File: src/supply_integrity_regs.svh
`ifndef SUPPLY_INTEGRITY_REGS_SVH
`define SUPPLY_INTEGRITY_REGS_SVH

`define SI_CSR_ADDR 8'h3a
`define SI_CSR_RESET 8'h00
`define SI_BIT_IRQ_ENABLE 0
`define SI_BIT_WARN_FLAG 1
`define SI_BIT_DROP_FLAG 2
`define SI_BIT_LOCKED 3

`define SI_CLK_PERIOD_NS 25
`define SI_WDG_PULSE_NS 500
`define SI_WDG_PULSE_CYC ((`SI_WDG_PULSE_NS + `SI_CLK_PERIOD_NS - 1) / `SI_CLK_PERIOD_NS)
`define SI_RESET_DELAY_CYC 256
`define SI_RELEASE_GUARD_CYC 3

`endif

File: src/supply_integrity_pkg.sv
package supply_integrity_pkg;

   // one-bit steps run -> hold -> delay; delay -> run flips both bits
   typedef enum logic [1:0]
   {
      SEQ_RUN = 2'b00,
      SEQ_HOLD = 2'b01,
      SEQ_DELAY = 2'b11
   } seq_state_e;

   typedef logic [7:0] reg_byte_t;

endpackage

File: src/supply_integrity_monitor.sv
// Our own choice: strobed register access.
`timescale 1ns/1ps
`include "supply_integrity_regs.svh"
module supply_integrity_monitor
   import supply_integrity_pkg::*;
(
   input wire logic mclk,
   input wire logic rst_n,
   input wire logic [7:0] reg_addr,
   input wire logic [7:0] reg_wdata,
   input wire logic reg_wr,
   input wire logic reg_rd,
   output reg_byte_t reg_rdata,
   input wire logic drop_cmp_below,
   input wire logic warn_cmp_below,
   input wire logic opt_detector_enable,
   input wire logic [1:0] opt_threshold_sel,
   output logic [1:0] threshold_sel,
   input wire logic wdg_underflow,
   output logic wdg_flag_clear,
   input wire logic reset_pin_in,
   output logic reset_pin_out,
   output logic reset_pin_oe,
   output logic sys_reset_n,
   input wire logic pll_locked,
   input wire logic global_irq_mask,
   input wire logic irq_ack,
   input wire logic wait_mode,
   input wire logic halt_mode,
   output logic irq_req,
   output logic wake_from_wait
);

   ////////////////////////////////////////////////////////////////////////////
   // synchronised comparator and pin inputs

   logic [2:0] sync_q;
   logic drop_sync;
   logic warn_sync;
   logic pin_sync;

   sync_two_stage #(
      .WIDTH(3)
   ) u_sync (
      .mclk(mclk),
      .rst_n(rst_n),
      .async_in({reset_pin_in, warn_cmp_below, drop_cmp_below}),
      .sync_out(sync_q)
   );

   assign drop_sync = sync_q[0];
   assign warn_sync = sync_q[1];
   // pin reads high when idle; a low level means someone pulls it
   assign pin_sync = sync_q[2];

   ////////////////////////////////////////////////////////////////////////////
   // option capture, only while the device sits in reset

   logic opt_en;

   always_ff @(posedge mclk)
   begin
      if (!rst_n)
      begin
         opt_en <= 1'b0;
         threshold_sel <= 2'b00;
      end
      else if (!sys_reset_n)
      begin
         // options never change under running software
         opt_en <= opt_detector_enable;
         threshold_sel <= opt_threshold_sel;
      end
   end

   logic drop_src;
   logic warn_level;

   assign drop_src = opt_en & drop_sync;
   assign warn_level = opt_en & warn_sync;

   ////////////////////////////////////////////////////////////////////////////
   // reset sequencer

   seq_state_e state;
   seq_state_e next_state;
   logic [7:0] delay_cnt;
   logic [4:0] wdg_cnt;
   logic [1:0] guard_cnt;
   logic ext_src;
   logic delay_done;

   // readback of our own drive lingers through the synchroniser
   assign ext_src = !pin_sync && state == SEQ_RUN && guard_cnt == 2'd0;
   assign delay_done = delay_cnt == 8'(`SI_RESET_DELAY_CYC - 1);

   always_comb
   begin
      next_state = state;
      unique case (state)
         SEQ_RUN:
         begin
            if (drop_src || wdg_underflow || ext_src)
            begin
               next_state = SEQ_HOLD;
            end
         end
         SEQ_HOLD:
         begin
            if (!drop_src && wdg_cnt == 5'd0 && !wdg_underflow)
            begin
               next_state = SEQ_DELAY;
            end
         end
         SEQ_DELAY:
         begin
            if (drop_src || wdg_underflow)
            begin
               next_state = SEQ_HOLD;
            end
            else if (delay_done)
            begin
               next_state = SEQ_RUN;
            end
         end
      endcase
   end

   always_ff @(posedge mclk)
   begin
      if (!rst_n)
      begin
         state <= SEQ_HOLD;
      end
      else
      begin
         state <= next_state;
      end
   end

   always_ff @(posedge mclk)
   begin
      if (!rst_n || state != SEQ_DELAY)
      begin
         delay_cnt <= 8'h00;
      end
      else
      begin
         delay_cnt <= delay_cnt + 8'h01;
      end
   end

   always_ff @(posedge mclk)
   begin
      if (!rst_n)
      begin
         wdg_cnt <= 5'h00;
      end
      else if (wdg_underflow)
      begin
         wdg_cnt <= 5'(`SI_WDG_PULSE_CYC - 1);
      end
      else if (wdg_cnt != 5'h00)
      begin
         wdg_cnt <= wdg_cnt - 5'h01;
      end
   end

   always_ff @(posedge mclk)
   begin
      if (!rst_n)
      begin
         guard_cnt <= 2'h0;
      end
      else if (state == SEQ_DELAY && next_state == SEQ_RUN)
      begin
         guard_cnt <= 2'(`SI_RELEASE_GUARD_CYC);
      end
      else if (guard_cnt != 2'h0)
      begin
         guard_cnt <= guard_cnt - 2'h1;
      end
   end

   // open drain: the pin only ever pulls low
   assign reset_pin_out = 1'b0;
   assign reset_pin_oe = state != SEQ_RUN;
   assign sys_reset_n = state == SEQ_RUN;

   ////////////////////////////////////////////////////////////////////////////
   // status and control register

   logic dev_reset;
   logic csr_wr;
   logic irq_enable;
   logic warn_flag;
   logic drop_flag;
   logic drop_prev;
   logic irq_pending;
   logic warn_change;
   localparam reg_byte_t csr_reset_val = `SI_CSR_RESET;

   assign dev_reset = !rst_n || !sys_reset_n;
   // halt freezes the register against software and warn_flag against hardware; drop_flag still sets
   assign csr_wr = reg_wr && reg_addr == `SI_CSR_ADDR && !halt_mode;
   assign warn_change = !halt_mode && warn_level != warn_flag;

   always_ff @(posedge mclk)
   begin
      if (dev_reset)
      begin
         irq_enable <= csr_reset_val[`SI_BIT_IRQ_ENABLE];
      end
      else if (csr_wr)
      begin
         irq_enable <= reg_wdata[`SI_BIT_IRQ_ENABLE];
      end
   end

   always_ff @(posedge mclk)
   begin
      if (dev_reset)
      begin
         warn_flag <= csr_reset_val[`SI_BIT_WARN_FLAG];
      end
      else if (!halt_mode)
      begin
         warn_flag <= warn_level;
      end
   end

   // only power-on or a CSR write of 0 clears it; sequencer resets keep the cause
   always_ff @(posedge mclk)
   begin
      if (!rst_n)
      begin
         drop_flag <= 1'b0;
      end
      else if (drop_src)
      begin
         drop_flag <= 1'b1;
      end
      else if (csr_wr && !reg_wdata[`SI_BIT_DROP_FLAG])
      begin
         drop_flag <= 1'b0;
      end
   end

   always_ff @(posedge mclk)
   begin
      if (!rst_n)
      begin
         drop_prev <= 1'b0;
         wdg_flag_clear <= 1'b0;
      end
      else
      begin
         drop_prev <= drop_src;
         wdg_flag_clear <= drop_src && !drop_prev;
      end
   end

   // a flag change in the acknowledge cycle survives
   always_ff @(posedge mclk)
   begin
      if (dev_reset)
      begin
         irq_pending <= 1'b0;
      end
      else if (warn_change && irq_enable)
      begin
         irq_pending <= 1'b1;
      end
      else if (irq_ack)
      begin
         irq_pending <= 1'b0;
      end
   end

   assign irq_req = irq_pending && irq_enable && !global_irq_mask;
   assign wake_from_wait = irq_pending && irq_enable && wait_mode && !halt_mode;

   always_ff @(posedge mclk)
   begin
      if (!rst_n || !reg_rd)
      begin
         reg_rdata <= 8'h00;
      end
      else if (reg_addr == `SI_CSR_ADDR)
      begin
         // upper nibble always reads zero
         reg_rdata <= {4'h0, pll_locked, drop_flag, warn_flag, irq_enable};
      end
      else
      begin
         reg_rdata <= 8'h00;
      end
   end
endmodule

File: src/sync_two_stage.sv
`timescale 1ns/1ps
module sync_two_stage #(
   parameter int WIDTH = 3
)
(
   input wire logic mclk,
   input wire logic rst_n,
   input wire logic [WIDTH-1:0] async_in,
   output logic [WIDTH-1:0] sync_out
);

   genvar i;
   generate
      for (i = 0; i < WIDTH; i = i + 1)
      begin : g_bit
         logic meta;
         always_ff @(posedge mclk)
         begin
            if (!rst_n)
            begin
               meta <= 1'b0;
               sync_out[i] <= 1'b0;
            end
            else
            begin
               meta <= async_in[i];
               sync_out[i] <= meta;
            end
         end
      end
   endgenerate

endmodule

File: config.mk
export PLATFORM = sky130hd
export DESIGN_NAME = supply_integrity_monitor
export DESIGN_NICKNAME = d
export VERILOG_FILES = /design/src/supply_integrity_pkg.sv /design/src/supply_integrity_monitor.sv /design/src/sync_two_stage.sv
export VERILOG_INCLUDE_DIRS = /design/src
export SDC_FILE = /design/constraint.sdc
export NUM_CORES = 1
export LEC_CHECK = 0
export ABC_CLOCK_PERIOD_IN_PS = 1890
export BUFFER_PORTS_ARGS = -buffer_cell sky130_fd_sc_hd__buf_2
export CAP_MARGIN = 20
export CORE_MARGIN = 2
export CORE_UTILIZATION = 40
export DETAILED_ROUTE_END_ITERATION = 7
export PLACE_DENSITY = 0.65
export SLEW_MARGIN = 20
export SYNTH_ARGS = -nofsm -noshare
export SYNTH_HDL_FRONTEND = slang
export SYNTH_SLANG_ARGS = --single-unit
File: constraint.sdc
create_clock -name mclk -period 1.89 [get_ports mclk]
set_input_delay 0.189 -clock mclk [delete_from_list [all_inputs] [get_ports mclk]]
set_output_delay 0.189 -clock mclk [all_outputs]
set_load 0.02 [all_outputs]
[Word level (Yosys, flattened, before mapping)]
Cells that the tools add are included.
W data, S select, Z words.
Word-level totals
  output and inout port bits: 16
  logic and storage cells: 90
  input port bits: 32
  register bits after elaboration: 40
Operators by class
  equality and inequality tests: 6
  mux-type cells: 13
  add/sub/neg operators: 3
  bitwise gates (word level): 4
  reductions and logical operators: 43
Operators with widths (count)
  $logic_and A1 B1 Y1: 15
  $mux W2: 6
  $reduce_bool A2 Y1: 6
  $logic_not A1 Y1: 10
  $mux W5: 2
  $add A8 B1 Y8 const B: 1
  $eq A8 B6 Y1 const B: 1
  $eq A8 B8 Y1 const B: 1
  $logic_not A2 Y1: 3
  $pmux W2 S3: 1
  $logic_not A5 Y1: 1
  $logic_or A1 B1 Y1: 5
  $reduce_bool A5 Y1: 1
  $sub A5 B1 Y5 const B: 1
  $mux W1: 4
  $reduce_or A2 Y1: 2
  $and A1 B1 Y1: 2
  $eq A2 B1 Y1 const B: 1
  $eq A2 B2 Y1 const B: 1
  $ne A2 B2 Y1 const B: 1
  $not A1 Y1: 2
  $sub A2 B1 Y2 const B: 1
  $ne A1 B1 Y1: 1

[Logic depth before layout (Yosys ltp)]
  depth in word-level cells: 9
  gate-level depth with buffers: 5
  mapped depth without buffers: 5

[By module]
From an unflattened synthesis, not the netlist that was laid out.
Unflattened totals
  cells, all modules: 161
  area, all modules: 1510.2 um^2
By module, submodules not included
  supply_integrity_monitor: sequential area each 600.6 um^2, area an instance 1352.5 um^2, instances 1, cells each 149
  sync_two_stage: sequential area each 120.1 um^2, area an instance 157.7 um^2, instances 1, cells each 12

[Worst setup path after synthesis]
Ideal clock, no wire load.
  path kind: register to register
  from: reg delay_cnt[0]
  to: reg state[0]
  path slack: 0.492 ns
  required time: 1.770 ns
  setup time: 0.120 ns
  path buffers: 0
  cell stages (with the launch flop): 5
  data arrival time: 1.279 ns
  clock period less this slack: 1.398 ns
  cell sequence: dfxtp_1 ha_1 nand2_1 or3_4 a211o_1
On the way
  cells in the longest elaborated chain, start to end: 4
Ends and longest elaborated chain
  start: declaration: RTL line supply_integrity_monitor.sv:87  | logic [7:0] delay_cnt;
  start signal: assignment: RTL line supply_integrity_monitor.sv:149  | delay_cnt <= delay_cnt + 8'h01;
  $eq A8 B8 Y1: RTL line supply_integrity_monitor.sv:95  | assign delay_done = delay_cnt == 8'(`SI_RESET_DELAY_CYC - 1);
  $mux W2: RTL line supply_integrity_monitor.sv:121  | else if (delay_done)
  $mux W2: RTL line supply_integrity_monitor.sv:117  | if (drop_src || wdg_underflow)
  $pmux W2 S3: RTL line supply_integrity_monitor.sv:100  | unique case (state)
  end signal: assignment: RTL line supply_integrity_monitor.sv:137  | state <= next_state;
  end: declaration: RTL line supply_integrity_monitor.sv:85  | seq_state_e state;
No other way between the ends.
A chain may end at the register's enable or synchronous reset.

[Final worst setup path]
Ends and elaborated chain as after synthesis.

==> flow_metrics.tcl <==
set metrics [dict create \
    outcome "completed" \
    fillers 354 \
    seq_area_um2 720.7 \
    synth_common_cells "36 x dfxtp_1, 15 x nand2_1, 10 x a21oi_1, 10 x nor2_1, 9 x and2_1" \
    dieArea_um2 4336 \
    finalNetCount 238 \
    synth_warnings 0 \
    die_w_um 65.85 \
    routed_wl_um 2499 \
    setup_viol 0 \
    drt-initial-drc-count 45 \
    fin_skew_ns 0.006181 \
    cts.sinks 36 \
    place_hpwl_um 1857 \
    multi_input_area_um2 742.0 \
    layout-drive-gt1-share_pct 24.63 \
    worst-path-max-fanout 4 \
    fmax_mhz 673.3 \
    hp-class "in -> reg" \
    postRouteAntennaNets 0 \
    tns_ns 0 \
    critical_path_buf_inv_count 0 \
    crit_slowest_cell "or3_4" \
    cts_buffers 5 \
    fin_crit_ns 1.485 \
    p_per_area_nw_per_um2 863.6 \
    p_leak_nw 0.7451 \
    synth.top_cell.area_share_pct 47.10 \
    netlist_instances 164 \
    grt_overflow_total 0 \
    area_growth_pct 20.28 \
    netlist_area_um2 1530 \
    cp-start-kind "flip-flop" \
    die_h_um 65.85 \
    clk_latency_ns 0.28 \
    numPortBuffers 36 \
    vdd_drop_max_uv 539.5 \
    drcViolationCount 0 \
    num_antenna_cells 0 \
    worst_ep_arrival_time_ns 1.67 \
    synth_area_leaders "dfxtp_1 47%, and2_1 3.7%, nand2_1 3.7%" \
    relSlewSlack_pct 64.04 \
    path_class "reg -> reg" \
    cts-root-buf "clkbuf_8" \
    syn_avg_cell_area_um2 9.331 \
    clk_transition_reported_paths_ns 0.07 \
    required_ns 2.07 \
    vias 1172 \
    synth_top_area_cell "dfxtp_1" \
    cts_tree "built" \
    io_pins 48 \
    routedWlPerCell_um 9.956 \
    fin_crit_sh_pct 78.59 \
    track_usage_pct 12.84 \
    synth_edf_count 0 \
    cp_top_family "simple AND/OR/NAND/NOR gates" \
    ys_ff_latch 36 \
    finalInstanceArea_um2 1841 \
    async_reset_ff_share_pct 0 \
    synth_cell_type_count 39 \
    finalHoldViolCount 0 \
    gp_congestion 0.7312 \
    fp-row-count 22 \
    slowest_delay_ns 0.39 \
    viasPerCell 4.669 \
    synthFlopType "dfxtp_1" \
    clockBufferDepth 2 \
    rsz0062_at_grt "no" \
    post_cts_resized 0 \
    grt_pass1_vias 1004 \
    hold_buffers 0 \
    ctsHtreeMaxLevel 2 \
    grt_max_degree 21 \
    tightest_slew_ns 0.5322 \
    cap_violations 0 \
    dr.pass1.iters 4 \
    post-cts-setup-buffers 0 \
    core_area_um2 3661 \
    yosysMostFrequentCell "dfxtp_1" \
    drv_slew 0 \
    critical_path.cell_chain "ha_1, nand2_1, or3_4, a211o_1" \
    initial_core_util_pct 41.80 \
    synth-seq-area-share_pct 47.10 \
    end_kind "flip-flop" \
    grt_pass1_wl_um 4250 \
    grt_antenna_before_repair 0 \
    dpl_cell_area_um2 1733 \
]
==> report_power, final <==
group / internal (mW) / switching, mW
sequential: 0.782 / 0.0205
combinational: 0.0740 / 0.0636
clock: 0.391 / 0.258
total: 1.25 / 0.342
==> sequential cells by signal, summed over array words and instances, names as in the netlist <==
name	count
wdg_cnt	5
warn_flag	1
drop_flag	1
irq_pending	1
threshold_sel	2
drop_prev	1
u_sync.g_bit.meta	3
wdg_flag_clear	1
opt_en	1
u_sync.sync_out	3
reg_rdata	4
irq_enable	1
state	2
guard_cnt	2
delay_cnt	8
==> placed cells by master (no fill, tap or decap), types with 2 or more instances in the layout <==
master and instances:
o21a_1 3, nand3_1 3, xnor2_1 5, a21boi_0 4, nand2b_1 3, conb_1 5, nor3_1 3, nor2_1 10
xor2_1 2, inv_1 8, nor2b_1 4, nand4_1 3, nor3b_1 2, dfxtp_1 36, nand4bb_1 2, nor4bb_1 2
buf_2 36, clkbuf_8 5, or3_2 2, ha_1 4, and3b_1 2, a21oi_1 10, and2_1 9, o21ai_0 8
nand2_1 15
==> layout make-up <==
cell class | count | area share, %
Clock buffer | 6 | 3.943
Clock inverter | 2 | 1.903
Inverter | 8 | 1.632
Multi-Input combinational cell | 115 | 40.31
Sequential cell | 36 | 39.16
Tap cell | 48 | 3.263
Timing Repair Buffer | 36 | 9.789
==> worst reg2reg max path: cells and delay by family (launching register included) <==
family,cells,cell delay [ns]
compound gates,1,0.29
simple gates,2,0.50
flops,1,0.37
fa+ha+maj,1,0.23
==> kinds of logic after synthesis <==
family                   after synthesis  synth area share [%]
AND/OR/NAND/NOR                       67                 26.49
multiplexers                           2                 1.390
flip-flops                            36                 47.10
adder cells (fa/ha/maj)                4                 3.271
other                                  1                0.2451
AO/OA/AOI/OAI                         30                 12.10
XOR/XNOR                               7                 4.007
buffers and inverters                 17                 5.397
==> metal layers <==
layer  GRT usage [%]  wire length (µm)  vias to the layer above
met5               0                 0                        -
met4           6.250                61                        0
met3           4.940               214                        7
met2           20.20              1075                       40
met1           15.25              1148                      499
li1                -                 -                      626
==> stage by stage <==
step	util, %	total power [mW]	cells	hold WS, ns	setup WS (ns)
floorplan	-	0.9229	168	0.3107	0.4916
global placement	47.33	0.9577	243	0.3726	0.4226
detailed placement	47.33	0.9588	243	0.3820	0.3994
CTS	50.27	1.614	251	0.1006	0.3952
global route	50.27	1.667	251	0.09381	0.3048
finish	50.27	1.589	251	0.1050	0.4047
==> final timing paths <==
path	from	end	slack, ns	cells after the start
worst max register to register	delay_cnt[0]	state[0]	0.40	4
worst max-delay path	delay_cnt[0]	state[0]	0.40	4
worst min register to register	drop_prev	wdg_flag_clear	0.39	1
worst min-delay path	pll_locked	reg_rdata[3]	0.11	2
No activity file was read; power rests on OpenSTA's default activity.
